<file path="config.mk">
export PLATFORM = sky130hd
export DESIGN_NAME = nand_host
export DESIGN_NICKNAME = d
export VERILOG_FILES = /design/src/rtl/pin_sync3.v /design/src/rtl/nand_host.v
export VERILOG_INCLUDE_DIRS = /design/src /design/src/rtl
export SDC_FILE = /design/constraint.sdc
export NUM_CORES = 1
export LEC_CHECK = 0
export BUFFER_PORTS_ARGS = -buffer_cell sky130_fd_sc_hd__buf_4
export CORE_UTILIZATION = 52
export DETAILED_ROUTE_END_ITERATION = 10
export PLACE_DENSITY = 0.84
export SLEW_MARGIN = 10
export SYNTH_ARGS = -nofsm -noshare
export SYNTH_HDL_FRONTEND = slang
export SYNTH_SLANG_ARGS = --single-unit
</file>
<file path="constraint.sdc">
create_clock -name core_clk_i -period 4.8 [get_ports core_clk_i]
set_input_delay 0.48 -clock core_clk_i [delete_from_list [all_inputs] [get_ports core_clk_i]]
set_output_delay 0.48 -clock core_clk_i [all_outputs]
set_load 0.005 [all_outputs]
</file>
<file path="src/rtl/nand_host_map.vh">
`ifndef NAND_HOST_MAP_VH
`define NAND_HOST_MAP_VH

// array geometry
`define PAGE_COLS_X8    12'd2112
`define PAGE_COLS_X16   12'd1056
`define MAIN_COLS_X8    12'd2048
`define MAIN_COLS_X16   12'd1024
`define PAGES_PER_BLOCK 64
`define BLOCK_COUNT     2048
`define PAGE_COUNT      262144

// command codes
`define CMD_READ_SETUP  8'h00
`define CMD_READ_GO     8'h30
`define CMD_CB_READ_GO  8'h35
`define CMD_READ_ID     8'h90
`define CMD_RESET       8'hff
`define CMD_PROG_SETUP  8'h80
`define CMD_PROG_GO     8'h10
`define CMD_CACHE_GO    8'h15
`define CMD_CB_SETUP    8'h85
`define CMD_ERASE_SETUP 8'h60
`define CMD_ERASE_GO    8'hd0
`define CMD_RND_IN      8'h85
`define CMD_RND_OUT     8'h05
`define CMD_RND_OUT_GO  8'he0
`define CMD_STATUS      8'h70

// user operation codes
`define OP_READ      4'h0
`define OP_CB_READ   4'h1
`define OP_READ_ID   4'h2
`define OP_RESET     4'h3
`define OP_PROGRAM   4'h4
`define OP_CACHE     4'h5
`define OP_CB_PROG   4'h6
`define OP_ERASE     4'h7
`define OP_RND_IN    4'h8
`define OP_RND_OUT   4'h9
`define OP_STATUS    4'ha
`define OP_AUTO_READ 4'hb

// operation table field positions
`define CF_VALID  27
`define CF_CODE1  26:19
`define CF_CODE2  18:11
`define CF_HAS2   10
`define CF_NOADDR 9
`define CF_AFIRST 8:6
`define CF_ALAST  5:3
`define CF_DIN    2
`define CF_DOUT   1
`define CF_WAIT   0

// strobe timing, 8 bits wide so the counts fit the 8-bit counters
`define CLK_NS      8'd10
`define WE_LOW_NS   8'd30
`define WE_HIGH_NS  8'd20
`define RE_LOW_NS   8'd60
`define RE_HIGH_NS  8'd20
`define WB_NS       8'd100
`define WE_LOW_CYC  ((`WE_LOW_NS + `CLK_NS - 8'd1) / `CLK_NS)
`define WE_HIGH_CYC ((`WE_HIGH_NS + `CLK_NS - 8'd1) / `CLK_NS)
`define RE_LOW_CYC  ((`RE_LOW_NS + `CLK_NS - 8'd1) / `CLK_NS)
`define RE_HIGH_CYC ((`RE_HIGH_NS + `CLK_NS - 8'd1) / `CLK_NS)
`define WB_CYC      ((`WB_NS + `CLK_NS - 8'd1) / `CLK_NS)

`endif

</file>
<file path="src/rtl/pin_sync3.v">
`timescale 1ns/1ps
module pin_sync3 #(
  parameter W = 1
) (
  input  wire         core_clk_i,
  input  wire         reset_i,
  input  wire [W-1:0] pin_i,
  output reg  [W-1:0] level_o
);

  reg [W-1:0] s1_r;
  reg [W-1:0] s2_r;
  reg [W-1:0] s3_r;

  // three stages; a change counts once stages two and three agree
  always @(posedge core_clk_i) begin
    if (reset_i) begin
      s1_r    <= {W{1'b0}};
      s2_r    <= {W{1'b0}};
      s3_r    <= {W{1'b0}};
      level_o <= {W{1'b0}};
    end else begin
      s1_r <= pin_i;
      s2_r <= s1_r;
      s3_r <= s2_r;
      if (s2_r == s3_r)
        level_o <= s3_r;
    end
  end

endmodule

</file>
<file path="src/rtl/nand_host.v">
// Functional notes
// - read/program whole pages, erase whole blocks
// - items strobed by write strobe, select low
// - read, program, erase use setup plus execute
// - five address cycles, column then row
// - read and program send all five cycles
// - erase sends only three row cycles
// - x8 address layout, unused lines low
// - x16 address on low lines, upper low
// - while busy only reset and status
// - defined codes only; random access within page
`timescale 1ns/1ps
`include "nand_host_map.vh"
module nand_host (
  input  wire        core_clk_i,
  input  wire        reset_i,
  input  wire        cmd_valid_i,
  input  wire [3:0]  cmd_op_i,
  input  wire [29:0] cmd_addr_i,
  input  wire [11:0] cmd_len_i,
  input  wire        bus16_i,
  input  wire        protect_i,
  input  wire [15:0] wr_data_i,
  input  wire        wr_valid_i,
  input  wire [15:0] io_i,
  input  wire        ready_busy_i,
  output reg         cmd_ready_o,
  output reg         done_o,
  output reg         err_o,
  output reg         wr_ready_o,
  output reg  [15:0] rd_data_o,
  output reg         rd_valid_o,
  output reg         ce_n_o,
  output reg         cle_o,
  output reg         ale_o,
  output reg         we_n_o,
  output reg         output_strobe_n_o,
  output reg         wp_n_o,
  output reg  [15:0] io_o,
  output reg         io_oe_o
);

  localparam [6:0] S_IDLE = 7'h01;
  localparam [6:0] S_CMD1 = 7'h02;
  localparam [6:0] S_ADDR = 7'h04;
  localparam [6:0] S_DIN  = 7'h08;
  localparam [6:0] S_CMD2 = 7'h10;
  localparam [6:0] S_WAIT = 7'h20;
  localparam [6:0] S_DOUT = 7'h40;

  localparam [7:0] WE_LOW_C  = `WE_LOW_CYC;
  localparam [7:0] WE_HIGH_C = `WE_HIGH_CYC;
  localparam [7:0] RE_LOW_C  = `RE_LOW_CYC;
  localparam [7:0] RE_HIGH_C = `RE_HIGH_CYC;
  localparam [7:0] WB_C      = `WB_CYC;

  // one table entry
  function [27:0] mk;
    input [7:0] c1;
    input [7:0] c2;
    input       has2;
    input       noaddr;
    input [2:0] af;
    input [2:0] al;
    input       din;
    input       dout;
    input       wt;
    begin
      mk = {1'b1, c1, c2, has2, noaddr, af, al, din, dout, wt};
    end
  endfunction

  // operation table: codes, address cycles, data phases, busy wait
  function [27:0] op_cfg;
    input [3:0] op;
    begin
      case (op)
        `OP_READ:      op_cfg = mk(`CMD_READ_SETUP, `CMD_READ_GO,
                                   1'b1, 1'b0, 3'd0, 3'd4, 1'b0, 1'b1,
                                   1'b1);
        `OP_CB_READ:   op_cfg = mk(`CMD_READ_SETUP, `CMD_CB_READ_GO,
                                   1'b1, 1'b0, 3'd0, 3'd4, 1'b0, 1'b0,
                                   1'b1);
        `OP_READ_ID:   op_cfg = mk(`CMD_READ_ID, 8'h00, 1'b0, 1'b0,
                                   3'd0, 3'd0, 1'b0, 1'b1, 1'b0);
        `OP_RESET:     op_cfg = mk(`CMD_RESET, 8'h00, 1'b0, 1'b1,
                                   3'd0, 3'd0, 1'b0, 1'b0, 1'b1);
        `OP_PROGRAM:   op_cfg = mk(`CMD_PROG_SETUP, `CMD_PROG_GO,
                                   1'b1, 1'b0, 3'd0, 3'd4, 1'b1, 1'b0,
                                   1'b1);
        `OP_CACHE:     op_cfg = mk(`CMD_PROG_SETUP, `CMD_CACHE_GO,
                                   1'b1, 1'b0, 3'd0, 3'd4, 1'b1, 1'b0,
                                   1'b1);
        `OP_CB_PROG:   op_cfg = mk(`CMD_CB_SETUP, `CMD_PROG_GO,
                                   1'b1, 1'b0, 3'd0, 3'd4, 1'b1, 1'b0,
                                   1'b1);
        `OP_ERASE:     op_cfg = mk(`CMD_ERASE_SETUP, `CMD_ERASE_GO,
                                   1'b1, 1'b0, 3'd2, 3'd4, 1'b0, 1'b0,
                                   1'b1);
        `OP_RND_IN:    op_cfg = mk(`CMD_RND_IN, 8'h00, 1'b0, 1'b0,
                                   3'd0, 3'd1, 1'b1, 1'b0, 1'b0);
        `OP_RND_OUT:   op_cfg = mk(`CMD_RND_OUT, `CMD_RND_OUT_GO,
                                   1'b1, 1'b0, 3'd0, 3'd1, 1'b0, 1'b1,
                                   1'b0);
        `OP_STATUS:    op_cfg = mk(`CMD_STATUS, 8'h00, 1'b0, 1'b1,
                                   3'd0, 3'd0, 1'b0, 1'b1, 1'b0);
        `OP_AUTO_READ: op_cfg = {1'b1, 27'h0000002};
        default:       op_cfg = 28'h0000000;
      endcase
    end
  endfunction

  // one address byte for cycle i, upper lines always low
  function [7:0] addr_byte;
    input [29:0] a;
    input [2:0]  i;
    input        x16;
    begin
      case (i)
        3'd0:    addr_byte = a[7:0];
        3'd1:    addr_byte = x16 ? {5'h00, a[10:8]}
                                 : {4'h0, a[11:8]};
        3'd2:    addr_byte = x16 ? a[18:11] : a[19:12];
        3'd3:    addr_byte = x16 ? a[26:19] : a[27:20];
        3'd4:    addr_byte = x16 ? {6'h00, a[28:27]}
                                 : {6'h00, a[29:28]};
        default: addr_byte = 8'h00;
      endcase
    end
  endfunction

  reg [6:0]  state_r;
  reg [1:0]  ph_r;
  reg [7:0]  cnt_r;
  reg [2:0]  aidx_r;
  reg [11:0] left_r;
  reg [29:0] addr_r;
  reg [15:0] data_r;
  reg [7:0]  code1_r;
  reg [7:0]  code2_r;
  reg        has2_r;
  reg        noaddr_r;
  reg [2:0]  alast_r;
  reg        din_r;
  reg        dout_r;
  reg        wait_r;
  reg        x16_r;
  reg        adv;
  reg [6:0]  target;

  wire [16:0] synced;
  wire        rb_ready = synced[16];
  wire [27:0] cfg      = op_cfg(cmd_op_i);
  wire [11:0] cols     = bus16_i ? `PAGE_COLS_X16 : `PAGE_COLS_X8;
  wire        col_bad  = (bus16_i ? {1'b0, cmd_addr_i[10:0]}
                                  : cmd_addr_i[11:0]) >= cols;
  wire        busy_ok  = rb_ready || cmd_op_i == `OP_RESET ||
                         cmd_op_i == `OP_STATUS;
  wire        refuse   = !cfg[`CF_VALID] || !busy_ok || cmd_len_i > cols ||
                         (!cfg[`CF_NOADDR] && col_bad);
  wire        wrcyc    = (state_r & (S_CMD1 | S_ADDR | S_DIN | S_CMD2)) != 0;
  wire        wend     = wrcyc && ph_r == 2'd1 && cnt_r == WE_HIGH_C - 8'd1;
  wire        rend     = ph_r == 2'd1 && cnt_r == RE_HIGH_C - 8'd1;
  wire [6:0]  s_aw     = dout_r ? S_DOUT : S_IDLE;
  wire [6:0]  s_ac2    = wait_r ? S_WAIT : s_aw;
  wire [6:0]  s_adin   = has2_r ? S_CMD2 : s_ac2;
  wire [6:0]  s_aaddr  = din_r ? S_DIN : s_adin;
  wire [6:0]  s_ac1    = noaddr_r ? s_aaddr : S_ADDR;

  // ready/busy and data lines cross in from the pins
  pin_sync3 #(
    .W (17)
  ) u_sync (
    .core_clk_i (core_clk_i),
    .reset_i    (reset_i),
    .pin_i      ({ready_busy_i, io_i}),
    .level_o    (synced)
  );

  // sequence step decision
  always @* begin
    adv    = 1'b0;
    target = state_r;
    case (state_r)
      S_CMD1: if (wend) begin
        adv    = 1'b1;
        target = s_ac1;
      end
      S_ADDR: if (wend && aidx_r == alast_r) begin
        adv    = 1'b1; // no surplus address cycles
        target = s_aaddr;
      end
      S_DIN: if (wend && left_r == 12'd1) begin
        adv    = 1'b1;
        target = s_adin;
      end
      S_CMD2: if (wend) begin
        adv    = 1'b1;
        target = s_ac2;
      end
      S_WAIT: if (cnt_r == WB_C && rb_ready) begin
        adv    = 1'b1; // wait time passed and ready seen
        target = s_aw;
      end
      S_DOUT: if (rend && left_r == 12'd1) begin
        adv    = 1'b1;
        target = S_IDLE;
      end
      default: begin
        adv    = 1'b0;
        target = state_r;
      end
    endcase
  end

  // sequencer
  always @(posedge core_clk_i) begin
    if (reset_i) begin
      state_r     <= S_IDLE;
      ph_r        <= 2'd0;
      cnt_r       <= 8'h00;
      aidx_r      <= 3'd0;
      left_r      <= 12'h000;
      addr_r      <= 30'h00000000;
      data_r      <= 16'h0000;
      code1_r     <= 8'h00;
      code2_r     <= 8'h00;
      has2_r      <= 1'b0;
      noaddr_r    <= 1'b0;
      alast_r     <= 3'd0;
      din_r       <= 1'b0;
      dout_r      <= 1'b0;
      wait_r      <= 1'b0;
      x16_r       <= 1'b0;
      cmd_ready_o <= 1'b1;
      done_o      <= 1'b0;
      err_o       <= 1'b0;
      wr_ready_o  <= 1'b0;
      rd_data_o   <= 16'h0000;
      rd_valid_o  <= 1'b0;
    end else begin
      done_o     <= 1'b0;
      err_o      <= 1'b0;
      rd_valid_o <= 1'b0;
      if (state_r == S_IDLE) begin
        if (cmd_valid_i && cmd_ready_o) begin
          if (refuse) begin
            err_o <= 1'b1;
          end else begin
            cmd_ready_o <= 1'b0;
            code1_r     <= cfg[`CF_CODE1];
            code2_r     <= cfg[`CF_CODE2];
            has2_r      <= cfg[`CF_HAS2];
            noaddr_r    <= cfg[`CF_NOADDR];
            aidx_r      <= cfg[`CF_AFIRST];
            alast_r     <= cfg[`CF_ALAST];
            din_r       <= cfg[`CF_DIN] && cmd_len_i != 12'h000;
            dout_r      <= cfg[`CF_DOUT] && cmd_len_i != 12'h000;
            wait_r      <= cfg[`CF_WAIT];
            addr_r      <= cmd_addr_i;
            left_r      <= cmd_len_i;
            x16_r       <= bus16_i;
            ph_r        <= 2'd0;
            cnt_r       <= 8'h00;
            state_r     <= (cmd_op_i == `OP_AUTO_READ) ? S_DOUT
                                                       : S_CMD1;
          end
        end
      end else if (adv) begin
        state_r     <= target;
        cnt_r       <= 8'h00;
        ph_r        <= (target == S_DIN) ? 2'd2 : 2'd0;
        wr_ready_o  <= target == S_DIN;
        cmd_ready_o <= target == S_IDLE;
        done_o      <= target == S_IDLE;
        if (target == S_DOUT && state_r != S_DIN)
          left_r <= left_r;
      end else if (state_r == S_WAIT) begin
        if (cnt_r != WB_C)
          cnt_r <= cnt_r + 8'd1;
      end else if (ph_r == 2'd2) begin
        if (wr_valid_i && wr_ready_o) begin
          data_r     <= x16_r ? wr_data_i : {8'h00, wr_data_i[7:0]};
          wr_ready_o <= 1'b0;
          ph_r       <= 2'd0;
        end
      end else if (ph_r == 2'd0) begin
        if (cnt_r == (wrcyc ? WE_LOW_C : RE_LOW_C) - 8'd1) begin
          cnt_r <= 8'h00;
          ph_r  <= 2'd1;
          if (!wrcyc) begin
            rd_data_o  <= x16_r ? synced[15:0]
                                : {8'h00, synced[7:0]};
            rd_valid_o <= 1'b1;
          end
        end else begin
          cnt_r <= cnt_r + 8'd1;
        end
      end else if (wend || rend) begin
        cnt_r <= 8'h00;
        if (state_r == S_ADDR) begin
          aidx_r <= aidx_r + 3'd1;
          ph_r   <= 2'd0;
        end else if (state_r == S_DIN) begin
          left_r     <= left_r - 12'd1;
          ph_r       <= 2'd2;
          wr_ready_o <= 1'b1;
        end else begin
          left_r <= left_r - 12'd1;
          ph_r   <= 2'd0;
        end
      end else begin
        cnt_r <= cnt_r + 8'd1;
      end
    end
  end

  // pin drivers follow the sequencer one cycle later
  always @(posedge core_clk_i) begin
    if (reset_i) begin
      ce_n_o            <= 1'b1;
      cle_o             <= 1'b0;
      ale_o             <= 1'b0;
      we_n_o            <= 1'b1;
      output_strobe_n_o <= 1'b1;
      wp_n_o            <= 1'b0;
      io_o              <= 16'h0000;
      io_oe_o           <= 1'b0;
    end else begin
      ce_n_o            <= state_r == S_IDLE;
      cle_o             <= (state_r & (S_CMD1 | S_CMD2)) != 0;
      ale_o             <= state_r == S_ADDR;
      we_n_o            <= !(wrcyc && ph_r == 2'd0);
      output_strobe_n_o <= !(state_r == S_DOUT && ph_r == 2'd0);
      wp_n_o            <= !protect_i;
      io_oe_o           <= wrcyc;
      case (state_r)
        S_CMD1:  io_o <= {8'h00, code1_r};
        S_CMD2:  io_o <= {8'h00, code2_r};
        S_ADDR:  io_o <= {8'h00, addr_byte(addr_r, aidx_r, x16_r)};
        S_DIN:   io_o <= data_r;
        default: io_o <= 16'h0000;
      endcase
    end
  end

endmodule

</file>
======== After elaboration in Yosys (flattened, before gate mapping) ========
Memories as Yosys holds them, arrays and structs flattened.
Index checks and enable logic that the tools add are counted.
word-level totals
  bits in registers ....................... 215
  ROM bits ................................ 368
  bits of input ports ..................... 85
  output and inout port bits .............. 44
  word-level logic and storage cells ...... 230
  memories ................................ 1
operators by class
  $add $sub $neg .......................... 4
  $lt $le $gt $ge ......................... 2
  equality and inequality tests ........... 41
  multiplexer cells ....................... 89
  bitwise gates (word level) .............. 9
  reductions and logical operators ........ 50
memory list
  memory            words  bits a word  rd ports  clocked after memory_dff  wr ports  line            text
  (name not given)  16     23           1         0                         0         nand_host.v:77  case (op)
operators by type and width
  kind                                                    number
  two-way mux 12 bit                                      11
  two-way mux 7 bit                                       16
  two-way mux 8 bit                                       12
  case mux 16 bit (4 select lines)                        1
  nonzero test 32 bit                                     2
  case mux 7 bit (6 select lines)                         1
  case mux 8 bit (5 select lines)                         1
  two-way mux 16 bit                                      2
  two-way mux 3 bit                                       10
  two-way mux 2 bit                                       14
  two-way mux 1 bit                                       19
  == test 17 bit                                          1
  AND reduction 8 bit                                     2
  == test 7 x 1 -> 1 bit (second input constant)          2
  == test 7 x 4 -> 1 bit (second input constant)          2
  logical AND 1 bit                                       14
  AND reduction 7 bit                                     2
  == test 12 x 1 -> 1 bit (second input constant)         1
  >= comparator 12 bit                                    1
  greater-than comparator 12 bit                          1
  nonzero test 12 bit                                     1
  subtractor 12 x 1 -> 12 bit (second input constant)     1
  inequality test 2 x 1 -> 1 bit (second input constant)  5
  inverter 1 bit                                          9
  42 further kinds                                        64

======== Depth between registers and ports, before layout ========
Gate-level depths: netlist (run 1).
  depth after elaboration ................. 11
  gate-level depth with buffers ........... 11
  depth with buffers taken out ............ 9

======== Hierarchy ========
Synthesis (run 1) repeated with hierarchy kept, for this count alone.
second synthesis, totals
  cells, all modules ...................... 1042
  area, all modules ....................... 9166.3 sq um
by module, submodules not included
  module     times used  cells each  area an instance (sq um)  seq. area each (sq um)
  nand_host  1           838         6837.8                    2762.6
  pin_sync3  1           204         2328.5                    1361.3

======== Least setup slack after synthesis (run 1) ========
Ideal clock, no wire load.
  path type ............................... reg-to-reg
  start ................................... register state_r[3]
  end ..................................... register ph_r[0]
  setup time .............................. 0.070 ns
  data arrival time ....................... 2.458 ns
  required time ........................... 4.730 ns
  path slack .............................. 2.272 ns
  stages on the path, launching flop included .. 9
  path buffers ............................ 1
  cell sequence ........................... dfxtp_1 > buf_2 > or4_1 > mux2i_1 > or4_1 > and3_1 > a211o_1 > or4_1 > a21oi_1
on the way
  word-level cells in the longest chain between the ends .. 8
  elaborated cells between the ends (all ways) .. 35
RTL lines
  element                                                                            line             text
  start, declared                                                                    nand_host.v:132  reg [6:0] state_r;
  start signal, assigned                                                             nand_host.v:265  state_r <= (cmd_op_i == `OP_AUTO_READ) ? S_DOUT
  start signal, assigned                                                             nand_host.v:270  state_r <= target;
  parallel branches: the longest is 8 deep, another holds subtractor 3 x 1 -> 4 bit  n/a
  end signal, assigned                                                               nand_host.v:272  ph_r <= (target == S_DIN) ? 2'd2 : 2'd0;
  end, declared                                                                      nand_host.v:133  reg [1:0] ph_r;
Several ways; the timed one is not identified. The select of a mux whose other input is x is not followed.
A chain may end at the register's enable or synchronous reset.

======== Worst setup path after layout (run 1) ========
  start ................................... register cnt_r[0]
  end ..................................... register left_r[1]
on the way
  word-level cells in the longest chain between the ends .. 7
  elaborated cells between the ends (all ways) .. 18
RTL lines
  element                                          line                                               text
  start, declared                                  nand_host.v:134                                    reg [7:0] cnt_r;
  start signal, assigned                           nand_host.v:280                                    cnt_r <= cnt_r + 8'd1;
  start signal, assigned                           nand_host.v:297                                    cnt_r <= cnt_r + 8'd1;
  start signal, assigned                           nand_host.v:313                                    cnt_r <= cnt_r + 8'd1;
  == test 8 x 1 -> 1 bit                           nand_host.v:162, nand_host.v:163
  logical AND 1 bit (on tied branches)             nand_host.v:163, nand_host.v:162
  logical AND 1 bit (on tied branches)             nand_host.v:205, nand_host.v:189, nand_host.v:193
  two-way mux 1 bit (on tied branches)             nand_host.v:205, nand_host.v:189, nand_host.v:193
  case mux 1 bit (5 select lines)                  nand_host.v:184                                    case (state_r)
  inequality test 2 x 1 -> 1 bit (no source line)  n/a
  AND reduction 8 bit (no source line) *           n/a
  end signal, assigned                             nand_host.v:261                                    left_r <= cmd_len_i;
  end signal, assigned                             nand_host.v:277                                    left_r <= left_r;
  end signal, assigned                             nand_host.v:305                                    left_r <= left_r - 12'd1;
  end, declared                                    nand_host.v:136                                    reg [11:0] left_r;
Every way passes the cells marked *; elsewhere a longest branch is shown, timed or not.

==> results of run 1 <==
power by group through the flow:
stage	clock network (uW)	logic, uW	registers (uW)
after floorplan	0	523	1860
after global placement	0	712	1880
after detailed placement	0	726	1880
after CTS	1720	730	1840
after global routing	1790	813	1850
final	1690	744	1840
cells by family (layout without fill, tap and decap cells):
| family | Yosys count | in the layout | synth area share, % |
|---|---|---|---|
| multiplexers | 59 | 59 | 6.70 |
| flip-flops | 206 | 206 | 46.2 |
| adder cells (fa/ha/maj) | 17 | 17 | 2.38 |
| AO/OA/AOI/OAI | 210 | 210 | 15.1 |
| AND/OR/NAND/NOR | 407 | 407 | 23.5 |
| XOR/XNOR | 22 | 22 | 2.16 |
| buffers and inverters | 87 | 193 | 3.92 |
Yosys cell counts (all sizes together) (6+ instances only):
| master | count | area (um2) |
|---|---|---|
| a22oi | 9 | 67.6 |
| and3 | 16 | 100 |
| nor2 | 102 | 388 |
| nand2b | 7 | 43.8 |
| ha | 17 | 213 |
| nand4 | 14 | 87.6 |
| or3 | 16 | 100 |
| nand3 | 41 | 210 |
| o32ai | 11 | 96.3 |
| xor2 | 8 | 70.1 |
| a31oi | 9 | 56.3 |
| buf | 15 | 80.1 |
| mux2 | 6 | 67.6 |
| a222oi | 9 | 90.1 |
| nor2b | 61 | 382 |
| o21ai | 28 | 144 |
| nand2 | 91 | 342 |
| dfxtp | 206 | 4120 |
| mux2i | 53 | 531 |
| clkbuf | 48 | 180 |
| nor4 | 8 | 86.3 |
| inv | 24 | 90.1 |
| xnor2 | 14 | 123 |
| or4 | 10 | 75.1 |
| a21oi | 94 | 474 |
| nor3 | 17 | 90.1 |
per-stage QoR:
step,cells,setup slack [ns],power [uW]
detailed placement,1299,1.50,2600
global placement,1299,1.57,2590
CTS,1334,1.61,4290
floorplan,1008,2.27,2380
global route,1334,1.33,4450
finish,1334,1.47,4280
sequential cells by signal, summed over array words and instances, names as in the netlist, 2 cells and up:
register	flops
u_sync.s1_r	17
cnt_r	8
u_sync.level_o	17
code2_r	4
ph_r	2
aidx_r	3
u_sync.s2_r	17
addr_r	30
rd_data_o	16
u_sync.s3_r	17
code1_r	5
state_r	7
data_r	16
left_r	12
io_o	16
cell type report:
cell class | instances | area share [%]
Multi-Input combinational cell | 715 | 41.7
Sequential cell | 206 | 38.6
Timing Repair Buffer | 134 | 9.46
Clock buffer | 25 | 5.44
Tap cell | 220 | 2.58
Clock inverter | 10 | 1.31
Inverter | 24 | 0.844
metal layers:
metal	vias to the layer above	part of all wire, %	routed length [um]
li1	3756	-	-
met1	3594	44	9570
met2	333	45	9890
met3	58	8.0	1750
met4	0	2.8	616
met5	-	0	0
critical path: stages (launching register included):
cell	delay (ns)
sky130_fd_sc_hd__dfxtp_1	0.46
sky130_fd_sc_hd__ha_1	0.18
sky130_fd_sc_hd__and4bb_2	0.25
sky130_fd_sc_hd__nand3_1	0.46
sky130_fd_sc_hd__nor2_1	0.59
sky130_fd_sc_hd__a2111oi_2	0.23
sky130_fd_sc_hd__nor2_2	0.58
sky130_fd_sc_hd__nor2_1	0.17
sky130_fd_sc_hd__o221a_2	0.30
worst paths after layout:
path / startpoint / end / slack [ns] / cells after the start
setup reg to reg: cnt_r[0] / left_r[1] / 1.47 / 8
setup / recovery: cnt_r[0] / left_r[1] / 1.47 / 8
hold / removal: protect_i / wp_n_o / 0.12 / 2
hold reg to reg: u_sync.s1_r[4] / u_sync.s2_r[4] / 0.43 / 1
==> parameters.txt, run 1 <==
Parameter                              Value

STA
  Total count of max-transition violations in the final report    0
  Achievable Freq    0.301 GHz
  Hold violation count in the final report    0
  Slew at the pin with the worst max-slew slack    1.12 ns
  Final Cycle Share    69.3%
  Fin crit period    3.33 ns
  Slew HR    24.9%
  Final setup fails    0
  Unrepaired setup endpoints after global routing    no
  Smallest hold slack    0.119 ns
  Total negative setup slack    0 ns
  Clock skew    0.0191 ns

Pwr
  Relative contribution of sequential cells to total power    43.1%
  Combinational fraction of design power    17.4%
  Portion of total power attributed to the clock network    39.6%
  Cell-internal power    3100 uW
  Switching part of the total    27.7%
  Power spent charging and discharging nets    1190 uW
  IR Drop Worst-Case VDD    0.000298 V
  Leakage power    0.00419 uW
  Power per unit of standard cell area    401 nW/um2

Cells and area
  Area taken by multi-input logic gates    4450 um2
  Fraction of layout cells with a size suffix above 1    17.8%
  Number of diodes added for antenna fixing    0
  Filler instances    1332
  Commonest non-fill, non-tap cell in the layout    sky130_fd_sc_hd__dfxtp_1
  Share of the core filled with cells    64.1%
  Highest-count cells in the layout ignoring fill and taps    sky130_fd_sc_hd__dfxtp_1 (206), sky130_fd_sc_hd__buf_4 (133), sky130_fd_sc_hd__nor2_1 (100)
  Area grow syn2layout    19.6%
  Nets    1204
  Storage element area    4120 um2
  Design area    10700 um2

Synthesis
  Synthesized cell area    8930 um2
  Synth warnings    0
  Total of flip-flops plus latches after synthesis    206
  Count of unique library cells instantiated by Yosys    69
  Post-Synthesis Cells    1008
  Dominant synthesized flop cell    sky130_fd_sc_hd__dfxtp_1
  Share of the yosys chip area belonging to registers    46.2%
  Fraction of synthesis flops using an asynchronous set or reset pin    0%
  Post-Synthesis Net Count    1110
  Number of enable-type register cells in the synthesized netlist    0
  Synthesized area divided by synthesized cell count    8.86 um2

Route
  Number of design-rule violations left by the first detailed-router iteration    611
  Post-DR wirelength/cell    16.4 um
  Total DRC errors in the routed layout    0
  TritonRoute pass-1 iters    6
  Via density    5.80
  Total number of vias    7741
  Final wirelength    21800 um
  Number of routed nets with antenna violations    0

Clock network
  Maximum buffer depth of the clock tree    3
  Clock-pin slew on the worst setup and hold paths    0.07 ns
  H-Tree Depth    1
  Root Driver    sky130_fd_sc_hd__clkbuf_16
  Post-cts sizing count    0
  Clock tree from TritonCTS    built
  # hold bufs at CTS    0
  Number of clock sinks    206
  Post CTS Setup Buffer Count    0
  Clock latency at the later pin of the worst-skew pair    0.50 ns
  Number of buffers created by CTS    21

Setup path
  Critical path arrival    3.72 ns
  Biggest fanout along the worst timing path    19
  Worst setup SP type    register
  Endpoint kind of the worst setup timing path    register
  Crit Path Class    register to register
  Worst EP required    5.19 ns

GRT
  Number of global-route vias before repair    7092
  Antenna violations before repair    0
  Wire length of the first global-routing pass    35000 um
  Global routing usage on met3    4.18%
  Global routing usage on met2    38.2%
  Pin count of the biggest net entering global routing    98
  Total global-route track usage    24.2%
  Met1 demand-to-capacity share in global routing    33.3%
  Gr busiest metal    met2
  Gr ovfl total    0

Place
  DPL Wire Length    15100 um
  I/O Buffers    128
  Gpl congestion    0.906
  Post-Place Cell Area    9950 um2

Floorplan
  Floorplan die width    133 um
  Total core area    16600 um2
  Die area    17700 um2
  I/O Pins    129
  Row count    47
  Effective utilization at floorplan    53.6%
  Die boundary height    133 um

Min path
  Type of the tightest min-delay check    input port to register

Job
  Number of max-capacitance violations reported    0

Outcome
  Status    finished clean
(Power assumes the default switching activity.)
==> run 2: changes to the inputs <==
==> constraint.sdc (replaced) <==
create_clock -name core_clk_i -period 3.44 [get_ports core_clk_i]
set_input_delay 0.344 -clock core_clk_i [delete_from_list [all_inputs] [get_ports core_clk_i]]
set_output_delay 0.344 -clock core_clk_i [all_outputs]
set_load 0.005 [all_outputs]
==> run 2 against run 1 <==
First-iteration DRC count increased by 17%. Clock skew shrank 0.0085 ns. Non-clock buffer count increased by 12. Global-route usage increased by 0.87 points. Worst hold slack lost 0.063 ns. Clock power is 49% higher.
==> parameters.txt, run 2 (synthesis gave the netlist of run 1 again) <==
Parameter                              Value

Outcome
  Status    finished clean

Setup path
  Endpoint kind of the worst setup timing path    register
  Crit Path Class    register to register
  Biggest fanout along the worst timing path    21 (+2)
  Worst EP required    3.79 ns (-1.40 ns)
  Worst setup SP type    register
  Critical path arrival    3.20 ns (-0.52 ns)

STA
  Clock skew    0.0106 ns (-0.00851 ns)
  Total count of max-transition violations in the final report    0 (unchanged)
  Final Cycle Share    82.7% (+13 points)
  Total negative setup slack    0 ns (unchanged)
  Fin crit period    2.84 ns (-0.483 ns)
  Slew at the pin with the worst max-slew slack    0.678 ns (-0.446 ns)
  Hold violation count in the final report    0 (unchanged)
  Final setup fails    0 (unchanged)
  Slew HR    54.7% (+30 points)
  Achievable Freq    0.352 GHz (+17%)
  Unrepaired setup endpoints after global routing    no

Floorplan
  Die boundary height    133 um (unchanged)
  Total core area    16600 um2 (unchanged)
  Effective utilization at floorplan    53.6% (unchanged)
  I/O Pins    129 (unchanged)
  Floorplan die width    133 um (unchanged)
  Row count    47 (unchanged)
  Die area    17700 um2 (unchanged)

Route
  Post-DR wirelength/cell    16.5 um (+0.67%)
  Total DRC errors in the routed layout    0 (unchanged)
  TritonRoute pass-1 iters    8 (+2)
  Number of design-rule violations left by the first detailed-router iteration    716 (+17%)
  Number of routed nets with antenna violations    0 (unchanged)
  Via density    5.75 (-0.99%)
  Total number of vias    7756 (+0.19%)
  Final wirelength    22200 um (+1.9%)

Clock network
  H-Tree Depth    1 (unchanged)
  Clock-pin slew on the worst setup and hold paths    0.06 ns (about the same)
  Maximum buffer depth of the clock tree    3 (unchanged)
  Root Driver    sky130_fd_sc_hd__clkbuf_16
  Clock tree from TritonCTS    built
  Number of clock sinks    206 (unchanged)
  Clock latency at the later pin of the worst-skew pair    0.50 ns (about the same)
  Number of buffers created by CTS    22 (+4.8%)

GRT
  Number of global-route vias before repair    7162 (+0.99%)
  Total global-route track usage    25.0% (+0.87 points)
  Pin count of the biggest net entering global routing    93 (-5.1%)
  Antenna violations before repair    0 (unchanged)
  Gr ovfl total    0 (unchanged)
  Wire length of the first global-routing pass    36200 um (+3.3%)

Job
  Number of max-capacitance violations reported    0 (unchanged)

Place
  Gpl congestion    0.920 (+1.5%)
  Post-Place Cell Area    10000 um2 (+0.96%)
  DPL Wire Length    15300 um (+1.8%)
  I/O Buffers    128 (unchanged)
  Count of placed standard cells including taps    1310 (+0.85%)

Min path
  Type of the tightest min-delay check    input port to register

Pwr
  IR Drop Worst-Case VDD    0.000339 V (+14%)
  Leakage power    0.00427 uW (+2.0%)
  Design Power    6150 uW (+44%)
  Power per unit of standard cell area    567 nW/um2 (+41%)

Cells and area
  Number of diodes added for antenna fixing    0 (unchanged)
  Number of flip-flops in the largest register    30 (unchanged)
  Fraction of layout cells with a size suffix above 1    18.7% (+0.90 points)
  Most flop-heavy register    addr_r
  Area grow syn2layout    21.5%
  Nets    1217 (+1.1%)
  Final Non-Filler Cells    1350 (+1.2%)
  Design area    10800 um2 (+1.6%)
  Commonest non-fill, non-tap cell in the layout    sky130_fd_sc_hd__dfxtp_1
  Highest-count cells in the layout ignoring fill and taps    sky130_fd_sc_hd__dfxtp_1 (206), sky130_fd_sc_hd__buf_4 (143), sky130_fd_sc_hd__nor2_1 (100)
-- run 2: cell count changes in the layout (fill, tap and decap cells not counted) --
cell / previous run / this run
sky130_fd_sc_hd__buf_12: 0 / 1
sky130_fd_sc_hd__buf_4: 133 / 143
sky130_fd_sc_hd__bufinv_16: 3 / 4
sky130_fd_sc_hd__clkbuf_1: 0 / 2
sky130_fd_sc_hd__clkbuf_16: 21 / 23
sky130_fd_sc_hd__clkbuf_8: 4 / 1
sky130_fd_sc_hd__clkinv_2: 3 / 1
sky130_fd_sc_hd__clkinv_4: 0 / 4
sky130_fd_sc_hd__clkinvlp_4: 2 / 3
sky130_fd_sc_hd__dlygate4sd3_1: 0 / 1
sky130_fd_sc_hd__inv_8: 1 / 0
-- run 2: critical path: stages, from the launching register on --
cell and delay [ns]:
sky130_fd_sc_hd__dfxtp_1 0.41, sky130_fd_sc_hd__nor4_4 0.56, sky130_fd_sc_hd__nand4_1 0.19, sky130_fd_sc_hd__buf_4 0.25, sky130_fd_sc_hd__a31oi_1 0.46, sky130_fd_sc_hd__a211o_1 0.37, sky130_fd_sc_hd__nand2b_1 0.32, sky130_fd_sc_hd__o32ai_1 0.15
-- run 2: routing by layer --
metal / global-route usage (%) / routed length, um / vias to the layer above
li1: - / - / 3783
met1: 33.3 / 9690 / 3611
met2: 40.8 / 10300 / 317
met3: 4.64 / 1750 / 45
met4: 8.17 / 546 / 0
met5: 0 / 0 / -
-- run 2: repair_timing --
action,CTS,global route
endpoints found under the setup margin,0,0
setup buffers,0,0
hold buffers,1,0
resized for setup,0,0
endpoints found under the hold margin,1,0
-- run 2: final cells by class --
class,count,area [um2]
fill,1332,5800
clock inverter,13,191
inverter,24,90.1
timing repair buffer,146,1110
tap,220,275
clock buffer,26,597
sequential,206,4120
multi-input combinational,715,4450
-- run 2: metrics by stage --
stage / hold slack [ns] / util [%] / setup slack, ns
2_1_floorplan: 0.411 / - / 0.912
3_3_place_gp: 0.417 / 60.4 / 0.501
3_5_place_dp: 0.421 / 60.4 / 0.444
4_1_cts: 0.0412 / 65.2 / 0.693
5_1_grt: 0.0469 / 65.2 / 0.404
6_report: 0.0558 / 65.2 / 0.596
-- run 2: where the power goes --
part / total (uW) / leakage [uW] / internal [uW] / switching (uW)
clock network: 2520 / 0.000375 / 1550 / 966
registers: 2580 / 0.00167 / 2480 / 92.0
logic: 1050 / 0.00223 / 419 / 633
-- run 2: final timing paths --
kind	startpoint	to	slack, ns	cells after the start
worst max-delay path	state_r[1]	cnt_r[7]	0.60	7
worst min-delay path	io_i[15]	u_sync.s1_r[15]	0.06	2
worst max register to register	state_r[1]	cnt_r[7]	0.60	7
worst min register to register	u_sync.s1_r[8]	u_sync.s2_r[8]	0.43	1
